$ cat src/rtl/vdop_consts.vh
// Constants for the parallel video output port of the link deserializer.
// Included by vdop_output_port.v; holds definitions only.
`ifndef VDOP_CONSTS_VH
`define VDOP_CONSTS_VH

// Widths
`define VDOP_RGB_W        24
`define VDOP_CH_W         8
`define VDOP_AXI_AW       8
`define VDOP_AXI_DW       32
`define VDOP_ADDR_LSB     2
`define VDOP_IN_W         56

// Positions inside the raw input vector
`define VDOP_IN_LCLK      0
`define VDOP_IN_LOCK      1
`define VDOP_IN_PDN       2
`define VDOP_IN_BIST      3
`define VDOP_IN_DE        4
`define VDOP_IN_HS        5
`define VDOP_IN_VS        6
`define VDOP_IN_ERR       7
`define VDOP_IN_RGB       8
`define VDOP_IN_STRAP     32

// Strap positions on the shared colour pins (red 23:16, green 15:8, blue 7:0)
`define VDOP_PIN_B1       1
`define VDOP_PIN_B2       2
`define VDOP_PIN_B4       4
`define VDOP_PIN_B6       6
`define VDOP_PIN_B7       7
`define VDOP_PIN_EQ_LO    12
`define VDOP_PIN_SSC_LO   19
`define VDOP_EQ_W         4
`define VDOP_SSC_W        4

// Register byte offsets
`define VDOP_REG_CTRL     8'h00
`define VDOP_REG_STATUS   8'h04
`define VDOP_REG_STRAP    8'h08
`define VDOP_REG_IRQ_STAT 8'h0c
`define VDOP_REG_IRQ_MASK 8'h10

// Control register fields
`define VDOP_CTRL_OVR     0
`define VDOP_CTRL_MODE_LO 1
`define VDOP_CTRL_EDGE    3
`define VDOP_CTRL_SLEEP   4
`define VDOP_CTRL_EQ_LO   5
`define VDOP_CTRL_LF      9
`define VDOP_CTRL_SSC     10
`define VDOP_CTRL_W       11
`define VDOP_CTRL_RST     11'h000

// Interrupt bits
`define VDOP_IRQ_W        3
`define VDOP_IRQ_LOCK_UP  0
`define VDOP_IRQ_LOCK_DN  1
`define VDOP_IRQ_BIST_ERR 2
`define VDOP_IRQ_RST      3'h0

// Operating mode codes
`define VDOP_MODE_FILT_OFF 2'h0
`define VDOP_MODE_FILT_ON  2'h1
`define VDOP_MODE_LEGACY_A 2'h2
`define VDOP_MODE_LEGACY_B 2'h3

// AXI responses
`define VDOP_RESP_OKAY    2'h0
`define VDOP_RESP_SLVERR  2'h2

// Strap settle time before capture
`define VDOP_CLK_MHZ      125
`define VDOP_STRAP_NS     1000
`define VDOP_STRAP_CYC    ((`VDOP_STRAP_NS * `VDOP_CLK_MHZ + 999) / 1000)
`define VDOP_CNT_W        12

`endif

$ cat src/rtl/vdop_output_port.v
// Parallel video output port of a serial-link video deserializer, with
// strap capture, control-signal filter, sleep handling and AXI4-Lite regs.
// Assumes the recovery loop delivers pixel data that changes on the rising
// edge of link_clk_i; everything from the link and the pins is asynchronous.
//
// Behaviour
// Each colour channel leaves as an 8-bit bus, bit 7 most significant, sleep state when down.
// Colour pins stay inputs during power-up and drive only after the straps are captured.
// With filter mode 01, data-enable and line sync pass only pulses of three pixel clocks or more.
// With filter mode 00, data-enable and line sync are passed with no minimum width.
// The sender keeps data-enable and line sync to two transitions per 130 pixel clocks.
// The sender keeps frame sync to one transition per 130 pixel clocks.
// Lock output is high while locked and running, else outputs take the sleep state.
// In self-test the pass flag stays high until a payload error is seen, then goes low.
// The pixel clock leaves with its strobe edge chosen by the edge select, sleeping when down.
// Straps are sampled at power-up; an undriven strap reads low.
// The two-bit mode from pins or register picks peer type and filter behaviour.
// The spread low-frequency setting counts only while spread clocking is enabled.
// Sleep-state select together with power-down decides every parallel output while asleep.
// Low-frequency value 1 suits 5 to 20 MHz pixel clocks, value 0 suits 20 to 65 MHz.
// Colour, sync and data-enable update once per pixel clock, away from the strobe edge.
`timescale 1ns/1ps
`include "vdop_consts.vh"

module vdop_output_port
(
  // Clock, reset, enable
  input  wire                        clk_sys_i,
  input  wire                        resetn_i,
  input  wire                        ce_i,
  // Recovered link side
  input  wire                        link_clk_i,
  input  wire                        link_locked_i,
  input  wire [`VDOP_RGB_W-1:0]      link_rgb_i,
  input  wire                        link_de_i,
  input  wire                        link_hs_i,
  input  wire                        link_vs_i,
  input  wire                        link_err_i,
  // Control pins
  input  wire                        power_down_n_i,
  input  wire                        bist_en_i,
  // Shared colour and strap pins
  input  wire [`VDOP_RGB_W-1:0]      rgb_i,
  output wire [`VDOP_RGB_W-1:0]      rgb_o,
  output wire                        rgb_oe_o,
  // Video control outputs
  output wire                        pixel_valid_out_o,
  output wire                        line_sync_out_o,
  output wire                        frame_sync_out_o,
  output wire                        pclk_o,
  output wire                        ctrl_oe_o,
  // Status and settings to the analog side
  output wire                        lock_o,
  output wire                        pass_o,
  output wire [`VDOP_EQ_W-1:0]       rx_equalization_sel_o,
  output wire                        spread_spectrum_clocking_o,
  output wire                        spread_low_freq_sel_o,
  output wire                        irq_o,
  // AXI4-Lite slave
  input  wire [`VDOP_AXI_AW-1:0]     s_axi_awaddr,
  input  wire                        s_axi_awvalid,
  output wire                        s_axi_awready,
  input  wire [`VDOP_AXI_DW-1:0]     s_axi_wdata,
  input  wire [3:0]                  s_axi_wstrb,
  input  wire                        s_axi_wvalid,
  output wire                        s_axi_wready,
  output wire [1:0]                  s_axi_bresp,
  output wire                        s_axi_bvalid,
  input  wire                        s_axi_bready,
  input  wire [`VDOP_AXI_AW-1:0]     s_axi_araddr,
  input  wire                        s_axi_arvalid,
  output wire                        s_axi_arready,
  output wire [`VDOP_AXI_DW-1:0]     s_axi_rdata,
  output wire [1:0]                  s_axi_rresp,
  output wire                        s_axi_rvalid,
  input  wire                        s_axi_rready
);

  localparam [2:0] ST_PDN   = 3'h1;
  localparam [2:0] ST_STRAP = 3'h2;
  localparam [2:0] ST_RUN   = 3'h4;

  // Two-stage synchroniser for every asynchronous input
  wire [`VDOP_IN_W-1:0] raw_in = {rgb_i, link_rgb_i, link_err_i, link_vs_i, link_hs_i,
                                  link_de_i, bist_en_i, power_down_n_i, link_locked_i,
                                  link_clk_i};
  reg  [`VDOP_IN_W-1:0] sync1_reg;
  reg  [`VDOP_IN_W-1:0] sync2_reg;
  reg                   lclk_q_reg;

  always @(posedge clk_sys_i or negedge resetn_i)
  begin
    if (!resetn_i)
    begin
      sync1_reg  <= {`VDOP_IN_W{1'b0}};
      sync2_reg  <= {`VDOP_IN_W{1'b0}};
      lclk_q_reg <= 1'b0;
    end
    else if (ce_i)
    begin
      sync1_reg  <= raw_in;
      sync2_reg  <= sync1_reg;
      lclk_q_reg <= sync2_reg[`VDOP_IN_LCLK];
    end
  end

  wire lclk_s   = sync2_reg[`VDOP_IN_LCLK];
  wire lock_s   = sync2_reg[`VDOP_IN_LOCK];
  wire pdn_s    = sync2_reg[`VDOP_IN_PDN];
  wire bist_s   = sync2_reg[`VDOP_IN_BIST];
  // Sample at the falling link edge, mid-way between data changes
  wire pix_tick = lclk_q_reg & ~lclk_s;
  wire [`VDOP_RGB_W-1:0] rgb_s   = sync2_reg[`VDOP_IN_RGB +: `VDOP_RGB_W];
  wire [`VDOP_RGB_W-1:0] strap_s = sync2_reg[`VDOP_IN_STRAP +: `VDOP_RGB_W];

  // Power-up sequencing and strap capture
  reg [2:0]             state_reg;
  reg [`VDOP_CNT_W-1:0] settle_reg;
  reg [`VDOP_RGB_W-1:0] strap_reg;

  always @(posedge clk_sys_i or negedge resetn_i)
  begin
    if (!resetn_i)
    begin
      state_reg  <= ST_PDN;
      settle_reg <= {`VDOP_CNT_W{1'b0}};
      strap_reg  <= {`VDOP_RGB_W{1'b0}};
    end
    else if (ce_i)
    begin
      case (state_reg)
        ST_PDN:
        begin
          settle_reg <= {`VDOP_CNT_W{1'b0}};
          if (pdn_s)
            state_reg <= ST_STRAP;
        end
        ST_STRAP:
        begin
          if (!pdn_s)
            state_reg <= ST_PDN;
          else if (settle_reg == `VDOP_STRAP_CYC - 1)
          begin
            strap_reg <= strap_s;
            state_reg <= ST_RUN;
          end
          else
            settle_reg <= settle_reg + 1'b1;
        end
        ST_RUN:
        begin
          if (!pdn_s)
            state_reg <= ST_PDN;
        end
        default:
          state_reg <= ST_PDN;
      endcase
    end
  end

  // Strap fields; a pulled-down, undriven pin simply reads as zero
  wire [1:0] strap_mode = {strap_reg[`VDOP_PIN_B6], strap_reg[`VDOP_PIN_B7]};
  wire [`VDOP_EQ_W-1:0]  strap_eq  = strap_reg[`VDOP_PIN_EQ_LO +: `VDOP_EQ_W];
  wire [`VDOP_SSC_W-1:0] strap_ssc = strap_reg[`VDOP_PIN_SSC_LO +: `VDOP_SSC_W];
  wire [`VDOP_AXI_DW-1:0] strap_word = {19'h00000, strap_ssc, strap_reg[`VDOP_PIN_B1],
                                        strap_reg[`VDOP_PIN_B2], strap_reg[`VDOP_PIN_B4],
                                        strap_eq, strap_mode};

  // Effective configuration: register override or straps
  reg  [`VDOP_CTRL_W-1:0] ctrl_reg;
  wire ovr = ctrl_reg[`VDOP_CTRL_OVR];
  wire [1:0] mode = ovr ? ctrl_reg[`VDOP_CTRL_MODE_LO +: 2] : strap_mode;
  wire edge_sel  = ovr ? ctrl_reg[`VDOP_CTRL_EDGE] : strap_reg[`VDOP_PIN_B1];
  wire sleep_sel = ovr ? ctrl_reg[`VDOP_CTRL_SLEEP] : strap_reg[`VDOP_PIN_B2];
  wire [`VDOP_EQ_W-1:0] eq_sel = ovr ? ctrl_reg[`VDOP_CTRL_EQ_LO +: `VDOP_EQ_W] : strap_eq;
  wire ssc_en = ovr ? ctrl_reg[`VDOP_CTRL_SSC] : (|strap_ssc);
  wire lf_raw = ovr ? ctrl_reg[`VDOP_CTRL_LF] : strap_reg[`VDOP_PIN_B4];
  // Low-frequency band (1: slow pixel clocks, 0: fast) only with spread on
  wire lf_eff = ssc_en & lf_raw;
  // Legacy peers and mode 00 both pass control signals unfiltered
  wire filt_on = (mode == `VDOP_MODE_FILT_ON);

  // Pixel pipeline: two stages for colour and frame sync, three for data-enable and line sync
  reg [`VDOP_RGB_W-1:0] rgb_d1_reg;
  reg [`VDOP_RGB_W-1:0] rgb_d2_reg;
  reg [1:0]             ctl_d0_reg;
  reg [1:0]             ctl_d1_reg;
  reg [1:0]             ctl_d2_reg;
  reg [1:0]             ctl_filt_reg;
  reg                   vs_d1_reg;
  reg                   vs_d2_reg;

  always @(posedge clk_sys_i or negedge resetn_i)
  begin
    if (!resetn_i)
    begin
      rgb_d1_reg <= {`VDOP_RGB_W{1'b0}};
      rgb_d2_reg <= {`VDOP_RGB_W{1'b0}};
      ctl_d0_reg <= 2'h0;
      ctl_d1_reg <= 2'h0;
      ctl_d2_reg <= 2'h0;
      vs_d1_reg  <= 1'b0;
      vs_d2_reg  <= 1'b0;
    end
    else if (ce_i && pix_tick)
    begin
      rgb_d1_reg <= rgb_s;
      rgb_d2_reg <= rgb_d1_reg;
      ctl_d0_reg <= {sync2_reg[`VDOP_IN_HS], sync2_reg[`VDOP_IN_DE]};
      ctl_d1_reg <= ctl_d0_reg;
      ctl_d2_reg <= ctl_d1_reg;
      vs_d1_reg  <= sync2_reg[`VDOP_IN_VS];
      vs_d2_reg  <= vs_d1_reg;
    end
  end

  // Glitch filter: a level is taken after three equal pixel samples,
  // so shorter pulses vanish
  genvar gi;
  generate
    for (gi = 0; gi < 2; gi = gi + 1)
    begin : g_filt
      always @(posedge clk_sys_i or negedge resetn_i)
      begin
        if (!resetn_i)
          ctl_filt_reg[gi] <= 1'b0;
        else if (ce_i && pix_tick &&
                 ctl_d0_reg[gi] == ctl_d1_reg[gi] && ctl_d1_reg[gi] == ctl_d2_reg[gi])
          ctl_filt_reg[gi] <= ctl_d0_reg[gi];
      end
    end
  endgenerate

  // Filter mode delays colour and frame sync by one stage, data-enable and line sync edges by two
  wire [`VDOP_RGB_W-1:0] rgb_sel = filt_on ? rgb_d2_reg : rgb_d1_reg;
  wire [1:0] ctl_sel = filt_on ? ctl_filt_reg : ctl_d1_reg;
  wire       vs_sel  = filt_on ? vs_d2_reg : vs_d1_reg;

  // Output stage: active only while running and locked
  wire active = (state_reg == ST_RUN) & lock_s;
  reg [`VDOP_RGB_W-1:0] rgb_out_reg;
  reg                   rgb_oe_reg;
  reg                   de_reg;
  reg                   hs_reg;
  reg                   vs_reg;
  reg                   pclk_reg;
  reg                   ctrl_oe_reg;
  reg                   lock_reg;

  always @(posedge clk_sys_i or negedge resetn_i)
  begin
    if (!resetn_i)
    begin
      rgb_out_reg <= {`VDOP_RGB_W{1'b0}};
      rgb_oe_reg  <= 1'b0;
      de_reg      <= 1'b0;
      hs_reg      <= 1'b0;
      vs_reg      <= 1'b0;
      pclk_reg    <= 1'b0;
      ctrl_oe_reg <= 1'b0;
      lock_reg    <= 1'b0;
    end
    else if (ce_i)
    begin
      lock_reg <= active;
      if (active)
      begin
        // Data moves at the non-strobe edge of the outgoing pixel clock
        pclk_reg    <= edge_sel ? lclk_s : ~lclk_s;
        rgb_oe_reg  <= 1'b1;
        ctrl_oe_reg <= 1'b1;
        if (pix_tick)
        begin
          rgb_out_reg <= rgb_sel;
          de_reg      <= ctl_sel[0];
          hs_reg      <= ctl_sel[1];
          vs_reg      <= vs_sel;
        end
      end
      else
      begin
        // Sleep: held low when select is 0, released to tri-state when 1
        rgb_out_reg <= {`VDOP_RGB_W{1'b0}};
        de_reg      <= 1'b0;
        hs_reg      <= 1'b0;
        vs_reg      <= 1'b0;
        pclk_reg    <= 1'b0;
        ctrl_oe_reg <= ~sleep_sel;
        // Colour pins must stay inputs until the straps are in
        rgb_oe_reg  <= (state_reg == ST_RUN) & ~sleep_sel;
      end
    end
  end

  // Self-test pass flag: sticky low after the first payload error
  reg pass_reg;
  reg bist_q_reg;
  wire bist_err = bist_s & pass_reg & active & pix_tick & sync2_reg[`VDOP_IN_ERR];

  always @(posedge clk_sys_i or negedge resetn_i)
  begin
    if (!resetn_i)
    begin
      pass_reg   <= 1'b1;
      bist_q_reg <= 1'b0;
    end
    else if (ce_i)
    begin
      bist_q_reg <= bist_s;
      if (bist_s & ~bist_q_reg)
        pass_reg <= 1'b1;
      else if (bist_err)
        pass_reg <= 1'b0;
    end
  end

  // Settings to the receiver front end and clock generator
  reg [`VDOP_EQ_W-1:0] eq_reg;
  reg                  ssc_reg;
  reg                  lf_reg;

  always @(posedge clk_sys_i or negedge resetn_i)
  begin
    if (!resetn_i)
    begin
      eq_reg  <= {`VDOP_EQ_W{1'b0}};
      ssc_reg <= 1'b0;
      lf_reg  <= 1'b0;
    end
    else if (ce_i)
    begin
      eq_reg  <= eq_sel;
      ssc_reg <= ssc_en;
      lf_reg  <= lf_eff;
    end
  end

  // AXI4-Lite write path: address and data taken in either order
  reg                     awready_reg;
  reg                     wready_reg;
  reg                     bvalid_reg;
  reg [1:0]               bresp_reg;
  reg                     aw_hold_reg;
  reg                     w_hold_reg;
  reg [`VDOP_AXI_AW-1:0]  aw_addr_reg;
  reg [`VDOP_AXI_DW-1:0]  w_data_reg;
  reg [3:0]               w_strb_reg;
  reg [`VDOP_IRQ_W-1:0]   irq_mask_reg;

  wire aw_hs  = s_axi_awvalid & awready_reg;
  wire w_hs   = s_axi_wvalid & wready_reg;
  wire commit = aw_hold_reg & w_hold_reg & ~bvalid_reg;
  wire [`VDOP_AXI_AW-1:0] wa = {aw_addr_reg[`VDOP_AXI_AW-1:`VDOP_ADDR_LSB], 2'h0};
  wire [`VDOP_AXI_DW-1:0] wmask = {{8{w_strb_reg[3]}}, {8{w_strb_reg[2]}},
                                   {8{w_strb_reg[1]}}, {8{w_strb_reg[0]}}};
  wire [`VDOP_AXI_DW-1:0] ctrl_wide = {21'h000000, ctrl_reg};
  wire [`VDOP_AXI_DW-1:0] mask_wide = {29'h00000000, irq_mask_reg};
  wire [`VDOP_AXI_DW-1:0] ctrl_new  = (ctrl_wide & ~wmask) | (w_data_reg & wmask);
  wire [`VDOP_AXI_DW-1:0] mask_new  = (mask_wide & ~wmask) | (w_data_reg & wmask);
  wire wr_ctrl = (wa == `VDOP_REG_CTRL);
  wire wr_mask = (wa == `VDOP_REG_IRQ_MASK);

  always @(posedge clk_sys_i or negedge resetn_i)
  begin
    if (!resetn_i)
    begin
      awready_reg  <= 1'b1;
      wready_reg   <= 1'b1;
      bvalid_reg   <= 1'b0;
      bresp_reg    <= `VDOP_RESP_OKAY;
      aw_hold_reg  <= 1'b0;
      w_hold_reg   <= 1'b0;
      aw_addr_reg  <= {`VDOP_AXI_AW{1'b0}};
      w_data_reg   <= {`VDOP_AXI_DW{1'b0}};
      w_strb_reg   <= 4'h0;
      ctrl_reg     <= `VDOP_CTRL_RST;
      irq_mask_reg <= `VDOP_IRQ_RST;
    end
    else if (ce_i)
    begin
      if (aw_hs)
      begin
        aw_addr_reg <= s_axi_awaddr;
        aw_hold_reg <= 1'b1;
        awready_reg <= 1'b0;
      end
      if (w_hs)
      begin
        w_data_reg <= s_axi_wdata;
        w_strb_reg <= s_axi_wstrb;
        w_hold_reg <= 1'b1;
        wready_reg <= 1'b0;
      end
      if (commit)
      begin
        aw_hold_reg <= 1'b0;
        w_hold_reg  <= 1'b0;
        bvalid_reg  <= 1'b1;
        bresp_reg   <= (wr_ctrl | wr_mask) ? `VDOP_RESP_OKAY : `VDOP_RESP_SLVERR;
        if (wr_ctrl)
          ctrl_reg <= ctrl_new[`VDOP_CTRL_W-1:0];
        if (wr_mask)
          irq_mask_reg <= mask_new[`VDOP_IRQ_W-1:0];
      end
      if (bvalid_reg & s_axi_bready)
      begin
        bvalid_reg  <= 1'b0;
        awready_reg <= 1'b1;
        wready_reg  <= 1'b1;
      end
    end
  end

  // AXI4-Lite read path; reading the interrupt status clears it
  reg                    arready_reg;
  reg                    rvalid_reg;
  reg [1:0]              rresp_reg;
  reg [`VDOP_AXI_DW-1:0] rdata_reg;
  reg [`VDOP_IRQ_W-1:0]  irq_stat_reg;
  reg [`VDOP_AXI_DW-1:0] rd_mux;
  reg                    rd_ok;

  wire ar_hs = s_axi_arvalid & arready_reg;
  wire [`VDOP_AXI_AW-1:0] ra = {s_axi_araddr[`VDOP_AXI_AW-1:`VDOP_ADDR_LSB], 2'h0};
  wire [`VDOP_AXI_DW-1:0] status_word = {25'h0000000, bist_s, pdn_s, mode,
                                         (state_reg == ST_RUN), pass_reg, lock_reg};

  // Read decode
  always @*
  begin
    rd_mux = {`VDOP_AXI_DW{1'b0}};
    rd_ok  = 1'b1;
    case (ra)
      `VDOP_REG_CTRL:     rd_mux = ctrl_wide;
      `VDOP_REG_STATUS:   rd_mux = status_word;
      `VDOP_REG_STRAP:    rd_mux = strap_word;
      `VDOP_REG_IRQ_STAT: rd_mux = {29'h00000000, irq_stat_reg};
      `VDOP_REG_IRQ_MASK: rd_mux = mask_wide;
      default:            rd_ok  = 1'b0;
    endcase
  end

  always @(posedge clk_sys_i or negedge resetn_i)
  begin
    if (!resetn_i)
    begin
      arready_reg <= 1'b1;
      rvalid_reg  <= 1'b0;
      rresp_reg   <= `VDOP_RESP_OKAY;
      rdata_reg   <= {`VDOP_AXI_DW{1'b0}};
    end
    else if (ce_i)
    begin
      if (ar_hs)
      begin
        arready_reg <= 1'b0;
        rvalid_reg  <= 1'b1;
        rdata_reg   <= rd_mux;
        rresp_reg   <= rd_ok ? `VDOP_RESP_OKAY : `VDOP_RESP_SLVERR;
      end
      else if (rvalid_reg & s_axi_rready)
      begin
        rvalid_reg  <= 1'b0;
        arready_reg <= 1'b1;
      end
    end
  end

  // Sticky interrupt status; a new event beats a clearing read
  reg  lock_q_reg;
  reg  irq_reg;
  wire [`VDOP_IRQ_W-1:0] irq_ev  = {bist_err, lock_q_reg & ~active, active & ~lock_q_reg};
  wire [`VDOP_IRQ_W-1:0] irq_clr = {`VDOP_IRQ_W{ar_hs & (ra == `VDOP_REG_IRQ_STAT)}};
  wire [`VDOP_IRQ_W-1:0] irq_stat_next = (irq_stat_reg & ~irq_clr) | irq_ev;

  always @(posedge clk_sys_i or negedge resetn_i)
  begin
    if (!resetn_i)
    begin
      lock_q_reg   <= 1'b0;
      irq_stat_reg <= `VDOP_IRQ_RST;
      irq_reg      <= 1'b0;
    end
    else if (ce_i)
    begin
      lock_q_reg   <= active;
      irq_stat_reg <= irq_stat_next;
      irq_reg      <= |(irq_stat_next & irq_mask_reg);
    end
  end

  // Port drive, all from flip-flops
  assign rgb_o                      = rgb_out_reg;
  assign rgb_oe_o                   = rgb_oe_reg;
  assign pixel_valid_out_o          = de_reg;
  assign line_sync_out_o            = hs_reg;
  assign frame_sync_out_o           = vs_reg;
  assign pclk_o                     = pclk_reg;
  assign ctrl_oe_o                  = ctrl_oe_reg;
  assign lock_o                     = lock_reg;
  assign pass_o                     = pass_reg;
  assign rx_equalization_sel_o      = eq_reg;
  assign spread_spectrum_clocking_o = ssc_reg;
  assign spread_low_freq_sel_o      = lf_reg;
  assign irq_o                      = irq_reg;
  assign s_axi_awready              = awready_reg;
  assign s_axi_wready               = wready_reg;
  assign s_axi_bresp                = bresp_reg;
  assign s_axi_bvalid               = bvalid_reg;
  assign s_axi_arready              = arready_reg;
  assign s_axi_rdata                = rdata_reg;
  assign s_axi_rresp                = rresp_reg;
  assign s_axi_rvalid               = rvalid_reg;

endmodule // vdop_output_port

$ cat config.mk
export PLATFORM = sky130hd
export DESIGN_NAME = vdop_output_port
export DESIGN_NICKNAME = d
export VERILOG_FILES = /design/src/rtl/vdop_output_port.v
export VERILOG_INCLUDE_DIRS = /design/src /design/src/rtl
export SDC_FILE = /design/constraint.sdc
export NUM_CORES = 1
export LEC_CHECK = 0
export ABC_AREA = 1
export BUFFER_PORTS_ARGS = -buffer_cell sky130_fd_sc_hd__clkbuf_2
export CAP_MARGIN = 10
export CELL_PAD_IN_SITES_DETAIL_PLACEMENT = 0
export CELL_PAD_IN_SITES_GLOBAL_PLACEMENT = 2
export CORE_UTILIZATION = 30
export DETAILED_ROUTE_END_ITERATION = 6
export PLACE_DENSITY = 0.79
export SETUP_SLACK_MARGIN = 0.4
export SYNTH_ARGS = -nofsm -noshare
export SYNTH_HDL_FRONTEND = slang
export SYNTH_SLANG_ARGS = --single-unit
$ cat constraint.sdc
create_clock -name clk_sys_i -period 1.6 [get_ports clk_sys_i]
set_input_delay 0.32 -clock clk_sys_i [delete_from_list [all_inputs] [get_ports clk_sys_i]]
set_output_delay 0.32 -clock clk_sys_i [all_outputs]
set_load 0.02 [all_outputs]
==> out/metrics.csv, run 1 <==
metric;value;unit
Clock Tree Root;clkbuf_16;
Unique masters post-synth;39;
dominant synthesized flop cell;dfrtp_1;
Worst Setup Start Kind;flip-flop;
Post-Route WL;34700;um
area share of and/or/nand/nor cells after synthesis;0.209;
Setup CP Type;flip-flop to flip-flop;
min cycle time layout;1610;ps
GPL Wtd Cong;0.811;
fraction of layout cells with a size suffix above 1;0.363;
Core ar.;38600;um2
H-tree depth;2;
final hold violation count;0;
post-synthesis mux area share;0;
net load switching power;0.00762;W
number of CTS-inserted buffers;34;
vias in the first global route;9860;
clk_skew;17.5;ps
Setup crit start;settle_reg[0];
internal power;0.0159;W
clk slew on worst S/H paths;60;ps
RSZ-0062 raised after global routing;true;
CTS sink cnt;275;
vias per cell;4.44;
FF-to-FF End;strap_reg[14];
fmax;621;MHz
largest family of logic cells by synthesized area;simple AND/OR/NAND/NOR gates;
Post-DP HPWL;19900;um
design area;18100;um2
CP endpoint;strap_reg[14];
Synth warnings;0;
most common cell after layout, fill and taps aside;nand2_1;
switching share of power;0.324;
Die Ht;200;um
HP Class;primary input to flip-flop;
reg2reg start;settle_reg[0];
DRC violations left;0;
total gr overflow;0;
sequential share of the synthesized area;0.587;
clock buffer depth;3;
DR WL/cell;15.5;um
endpoint class of the critical path;flip-flop;
XOR/XNOR share of the synthesized area;0.00522;
critical path data required time;2060;ps
Clock power frac;0.319;
first-pass GRT wire length;53900;um
Flop pwr share;0.401;
initial core utilization;0.304;
drt initial violations;504;
Vias;9965;
synthesized area per cell;8.76;um2
r2r setup slk;-10;ps
Critical Path Fanout Max;25;
Synth Area in Compound Gates;0.114;
Worst-Skew Late Latency;540;ps
IO Port Bufs;136;
area delta synth->final;54.1;%
Max VDD drop;732;uV
maxcap violations;0;
Cells after Synth;1340;
TritonCTS clock tree;done;
GRT Total Usage;0.175;
I/O pin count;196;
power per cell area;1300;nW/um2
failing checks;negative setup slack;
setup ws final;-9.52;ps
Core Util, Final;0.468;
period utilization;1.01;
initial antenna violation count;1;
Syn Std Cell Area;11700;um2
fin nets;1817;
Pre-antenna DRT Iters;5;
Slew Limit Fails;0;
R2R cell count;10;
CP arrival;2070;ps
Die W;200;um
logic gate share of total power;0.280;
row cnt;72;
largest net degree at the start of global routing;84;
asr flop ratio synth;1.00;
most frequent cells in the layout;409 x nand2_1, 266 x dfrtp_1, 115 x inv_1;
DIE AREA;39900;um2
post-synthesis adder-cell area fraction;0.00213;
Setup violations, final;1;
number of synthesized flops with an enable pin;0;
status;finished, violations left;
Lkg Pwr;8.96;nW
#FFs+latches synth;275;
DP Area;13400;um2
number of fillers in the final layout;3705;
ANT nets after route;0;
==> power groups by stage <==
stage,clock (W),sequential [W],combinational (W)
floorplan,0,0.00934,0.00263
global placement,0,0.00931,0.00407
detailed placement,0,0.00934,0.00415
CTS,0.00774,0.00933,0.00593
global route,0.00799,0.00961,0.00729
finish,0.00750,0.00945,0.00659
==> worst max-delay path, cell delays in order, from the launching register on <==
cell	delay, ps
dfrtp_1	380
inv_2	90
ha_4	130
nand2_2	50
nor3_2	130
nand3_2	140
buf_6	150
nor2_4	90
buf_12	180
nand2_1	90
o21ai_1	80
==> timing repair <==
action	in CTS	in global routing
pin swaps	42	27
setup buffers	64	25
hold buffers	57	0
setup endpoints to repair	215	233
cloned	23	5
endpoints found under the hold margin	87	0
resized for setup	365	154
==> cell families after synthesis <==
family,after synthesis
xor gates and xnor gates,7
and+or+nand+nor,603
adders and majority gates,2
AOI/OAI and AO/OA,240
buffers and inverters,212
other,1
DFF,275
==> how the worst min path moves through the flow <==
stage	slack (ps)	from	depth (start not counted)	to
2_1_floorplan	20	resetn_i	0	asynchronous set/reset pin
6_report	20	link_rgb_i[2]	3	sync1_reg[10]
3_5_place_dp	250	resetn_i	1	rgb_d1_reg[4]
3_3_place_gp	250	resetn_i	1	rgb_d1_reg[4]
4_1_cts	0.8	link_rgb_i[2]	3	sync1_reg[10]
5_1_grt	10	link_rgb_i[4]	3	sync1_reg[12]
==> through the flow <==
stage	TNS, ps	setup slack, ps	instances	hold slack (ps)	total power (W)
floorplan	0	125	1360	24.4	0.0120
global placement	-3000	-132	2007	254	0.0134
detailed placement	-4330	-173	2007	253	0.0135
CTS	-22.2	-20.8	2213	0.810	0.0230
global route	-2490	-84.4	2244	9.62	0.0249
finish	-9.52	-9.52	2244	18.3	0.0235
==> layer usage <==
layer	share of wire	GRT usage
met2	0.48	0.287
met5	0	0
met4	0.020	0.0495
met3	0.044	0.0361
met1	0.46	0.235
==> synth_stat cells, types with 2 or more instances <==
library cell,instances,area (um2)
nor2_2,5,31.3
o21ai_2,8,70.1
dfrtp_1,270,6760
o21ai_1,19,95.1
inv_2,6,22.5
buf_2,19,95.1
nand3_1,23,115
xor2_1,6,52.6
nor3_1,8,40.0
a31oi_1,5,31.3
or2_2,3,18.8
nor2_1,39,146
o211ai_1,27,203
nand3_2,2,20.0
nand4_1,11,68.8
nor2_4,5,56.3
inv_1,129,484
ha_1,2,25.0
dfstp_2,5,131
o31ai_1,2,15.0
buf_1,3,11.3
clkbuf_1,24,90.1
buf_12,2,40.0
nand2_1,496,1860
buf_6,4,45.0
buf_4,25,188
a21oi_1,12,60.1
nand2_2,8,50.1
o21ai_0,157,786
o21bai_1,3,22.5
a22oi_1,4,30.0
==> final cells by class <==
| type | instances | area, um2 | area share |
|---|---|---|---|
| Sequential cell | 275 | 6890 | 0.381 |
| Multi-Input combinational cell | 878 | 4930 | 0.272 |
| Timing Repair Buffer | 372 | 3960 | 0.219 |
| Clock buffer | 52 | 1020 | 0.0563 |
| Tap cell | 518 | 648 | 0.0358 |
| Inverter | 135 | 547 | 0.0302 |
| Clock inverter | 10 | 78.8 | 0.00436 |
| Timing Repair inverter | 3 | 26.3 | 0.00145 |
| Antenna cell | 1 | 2.50 | 0.000138 |
Note: power is estimated with default switching activity, not from simulation.
==> run 2: changes to the inputs <==
- HOLD_SLACK_MARGIN: default -> 0.12
- REMOVE_ABC_BUFFERS: default -> 1
- SKIP_CTS_REPAIR_TIMING: default -> 1
==> run 2 against run 1 <==
Against the previous run:
- critical path type is now flip-flop to output port
- clock power fell by 0.5%
- worst setup slack improved by 8.8 ps
- combinational power is 12% lower
- the run still ends with negative setup slack left
- fmax increased by 0.55%
- sequential cell count stayed put
- sequential power about the same
- die area unchanged
- global-route usage fell by 2.7 points
- cell count down 1.5%
- critical path depth is 9 lower
==> out/metrics.csv, run 2 (synthesis gave the netlist of run 1 again) <==
metric;value;unit
DP Area;13400;um2
final hold violation count;0;
RSZ-0062 raised after global routing;true;
Multi-input gate area;4510;um2
Die Ht;200;um
DIE AREA;39900;um2
CP bufs+invs;1;
fin nets;1784;
Max VDD drop;851;uV
setup ws final;-0.714;ps
FF/Latch Area;6890;um2
Clock Tree Root;clkbuf_16;
design area;17100;um2
Post-Route WL;32000;um
Fin Setup TNS;-0.714;ps
most frequent cells in the layout;422 x nand2_1, 268 x dfrtp_1, 118 x inv_1;
Worst Setup Start Kind;flip-flop;
vias in the first global route;8905;
status;finished, violations left;
CP max stage delay;590;ps
Vias;9707;
Die W;200;um
Post-DP HPWL;19900;um
Setup violations, final;1;
HP Class;primary input to flip-flop;
total gr overflow;0;
CP Cell Sequence;buf_6;
CP arrival;1280;ps
final non-filler cell total;2211;
Critical Path Fanout Max;3;
TritonCTS clock tree;done;
GRT Total Usage;0.148;
clk slew on worst S/H paths;60;ps
GPL Wtd Cong;0.747;
failing checks;negative setup slack;
DR WL/cell;14.5;um
Cells after DPL;2007;
Pre-antenna DRT Iters;5;
family with the most delay on the worst path;flip-flops;
number of CTS-inserted buffers;31;
fmax;625;MHz
Worst-Skew Late Latency;560;ps
most common cell after layout, fill and taps aside;nand2_1;
Lkg Pwr;8.56;nW
drt initial violations;428;
clock buffer depth;3;
vias per cell;4.39;
r2r setup slk;10;ps
largest net degree at the start of global routing;72;
initial antenna violation count;2;
fraction of layout cells with a size suffix above 1;0.305;
row cnt;72;
endpoint class of the critical path;output port;
period utilization;1.00;
H-tree depth;1;
CTS sink cnt;275;
ANT nets after route;0;
Core ar.;38600;um2
Setup CP Type;flip-flop to output port;
min cycle time layout;1600;ps
I/O pin count;196;
clk_skew;11.2;ps
maxcap violations;0;
area delta synth->final;45.7;%
Worst path slowest cell;dfstp_2;
DRC violations left;0;
IO Port Bufs;136;
first-pass GRT wire length;47200;um
number of fillers in the final layout;3774;
power per cell area;1330;nW/um2
initial core utilization;0.304;
Slew Limit Fails;0;
critical path data required time;1280;ps
## run 2: layout make-up
class,count,area share
diodes,2,0.000293
clock buffers,42,0.0519
clock inverters,16,0.0114
inverters,135,0.0306
multi-input cells,873,0.263
flip-flops and latches,275,0.403
well taps,518,0.0379
repair buffers,350,0.202
## run 2: per-layer routing
layer / global-route usage / wire, um / up-vias
met5: 0 / 0 / -
met4: 0.0322 / 476 / 0
met3: 0.0264 / 1390 / 34
met2: 0.244 / 15400 / 170
met1: 0.203 / 14700 / 4630
li1: - / - / 4873
## run 2: worst paths after layout
check | startpoint | end | cells past startpoint
max reg2reg | settle_reg[0] | settle_reg[9] | 10
min reg2reg | bist_q_reg | pass_o | 1
min | s_axi_araddr[4] | s_axi_rresp[1] | 4
min in group asynchronous | resetn_i | sync2_reg[31] | 2
max in group asynchronous | resetn_i | state_reg[0] | 3
max | s_axi_arready | s_axi_arready | 1
## run 2: through the flow
step | util | hold WS (ps) | setup WS, ps | total power (W)
floorplan | - | 24.4 | -452 | 0.0116
global placement | 0.347 | 207 | -44.6 | 0.0133
detailed placement | 0.347 | 205 | -51.2 | 0.0134
CTS | 0.375 | -399 | -92.7 | 0.0210
global route | 0.442 | 208 | -110 | 0.0240
finish | 0.443 | 193 | -0.714 | 0.0227
## run 2: where the power goes
| part | switching, W | internal [W] | leakage (nW) | total (W) |
|---|---|---|---|---|
| combinational | 0.00305 | 0.00273 | 4.57 | 0.00578 |
| clock | 0.00294 | 0.00452 | 0.530 | 0.00746 |
| sequential | 0.00105 | 0.00838 | 3.46 | 0.00944 |
==> run 3: changes to the inputs <==
- REMOVE_ABC_BUFFERS: 1 -> default
- SETUP_SLACK_MARGIN: 0.4 -> 0.2
==> run 3 against run 2 <==
Against the previous run:
- the flow still finishes with violations (negative setup slack)
- cell area shrank 2.6%
- routed wire length shrank 0.16%
- first-iteration DRC count grew 15%
- largest power group unchanged
==> out/metrics.csv, run 3 (synthesis gave the netlist of run 1 again) <==
metric;value;unit
fmax;608;MHz
most common cell after layout, fill and taps aside;nand2_1;
number of CTS-inserted buffers;31;
CP arrival;1320;ps
CTS sink cnt;275;
power per cell area;1300;nW/um2
initial core utilization;0.304;
clk slew on worst S/H paths;60;ps
Worst-Skew Late Latency;560;ps
largest net degree at the start of global routing;113;
H-tree depth;1;
DR WL/cell;14.6;um
vias per cell;4.41;
setup ws final;-44.0;ps
Core Util, Final;0.431;
HP Class;primary input to asynchronous set/reset pin;
Clock Tree Root;clkbuf_16;
WL met3;1290;um
drt initial violations;493;
most frequent cells in the layout;424 x nand2_1, 267 x dfrtp_1, 136 x o21ai_0;
period utilization;1.03;
Setup CP Type;flip-flop to output port;
first-pass GRT wire length;46100;um
maxcap violations;0;
top routing layer used;met4;
Core ar.;38600;um2
Crit path depth;2;
status;finished, violations left;
CP endpoint;pass_o;
R2R cell count;10;
DP Area;13300;um2
min cycle time layout;1640;ps
Max VDD drop;912;uV
area delta synth->final;41.9;%
Worst Setup Start Kind;flip-flop;
total gr overflow;0;
critical path data required time;1280;ps
Post-Route WL;32000;um
final hold violation count;0;
Worst path slowest cell;dfstp_2;
vias in the first global route;8654;
family with the most delay on the worst path;flip-flops;
met2 routed WL;14700;um
failing checks;negative setup slack;
I/O pin count;196;
Setup violations, final;12;
Critical Path Fanout Max;3;
Die Ht;200;um
TritonCTS clock tree;done;
RSZ-0062 raised after global routing;true;
DIE AREA;39900;um2
clock buffer depth;3;
fin nets;1763;
FF-to-FF End;settle_reg[9];
IO Port Bufs;136;
Slew Limit Fails;0;
endpoint class of the critical path;output port;
Lkg Pwr;8.38;nW
GPL Wtd Cong;0.766;
r2r setup slk;-30;ps
row cnt;72;
ANT nets after route;0;
Die W;200;um
initial antenna violation count;2;
clk_skew;15.5;ps
Post-DP HPWL;19300;um
CP bufs+invs;2;
GRT Total Usage;0.146;
Pre-antenna DRT Iters;6;
CP Cell Sequence;buf_6 > buf_6;
reg2reg start;settle_reg[0];
Vias;9640;
DRC violations left;0;
Setup crit start;pass_o;
Post-Route M1 WL;15200;um
Crit path top cell by count;buf_6;
CP max stage delay;540;ps
design area;16700;um2
fraction of layout cells with a size suffix above 1;0.275;
## run 3: cell types whose count changed in the layout (fill, tap and decap cells not counted), sizes merged
cell and change:
bufinv -3, buf -21, nor2 +1, clkinvlp -4, clkinv -1, clkbuf +1
## run 3: layout make-up
class | count | area, um2
Sequential cell | 275 | 6890
Timing Repair Buffer | 325 | 3110
Inverter | 135 | 534
Clock buffer | 47 | 876
Fill cell | 3753 | 22000
Antenna cell | 2 | 5.00
Timing Repair inverter | 3 | 33.8
Multi-Input combinational cell | 874 | 4510
Tap cell | 518 | 648
Clock inverter | 5 | 53.8
## run 3: power by group
part / internal [W] / total, W / leakage, nW / switching [W]
Sequential: 0.00838 / 0.00932 / 3.46 / 0.000940
Combinational: 0.00259 / 0.00569 / 4.47 / 0.00310
Clock: 0.00388 / 0.00663 / 0.455 / 0.00274
## run 3: layer usage
layer  up-vias  global-route usage
li1       4813                   -
met1      4598               0.206
met2       186               0.226
met3        43              0.0292
met4         0              0.0393
met5         -                   0
## run 3: worst min path at each step
stage / startpoint / end / cells past startpoint
finish: resetn_i / rgb_d2_reg[22] / 2
global route: resetn_i / rgb_d2_reg[22] / 2
CTS: resetn_i / rgb_d2_reg[22] / 1
detailed placement: resetn_i / rgb_d2_reg[22] / 1
global placement: resetn_i / rgb_d2_reg[22] / 1
floorplan: resetn_i / asynchronous set/reset pin / 0
## run 3: metrics by stage
step	std cells	setup TNS [ps]	setup slack, ps	hold slack, ps	total power [W]
6_report	2184	-215	-44.0	182	0.0216
5_1_grt	2184	-2490	-126	180	0.0230
4_1_cts	2047	-3820	-154	-444	0.0202
3_5_place_dp	1995	-3510	-154	168	0.0134
3_3_place_gp	1995	-1860	-79.8	170	0.0133
2_1_floorplan	1360	0	125	24.4	0.0118
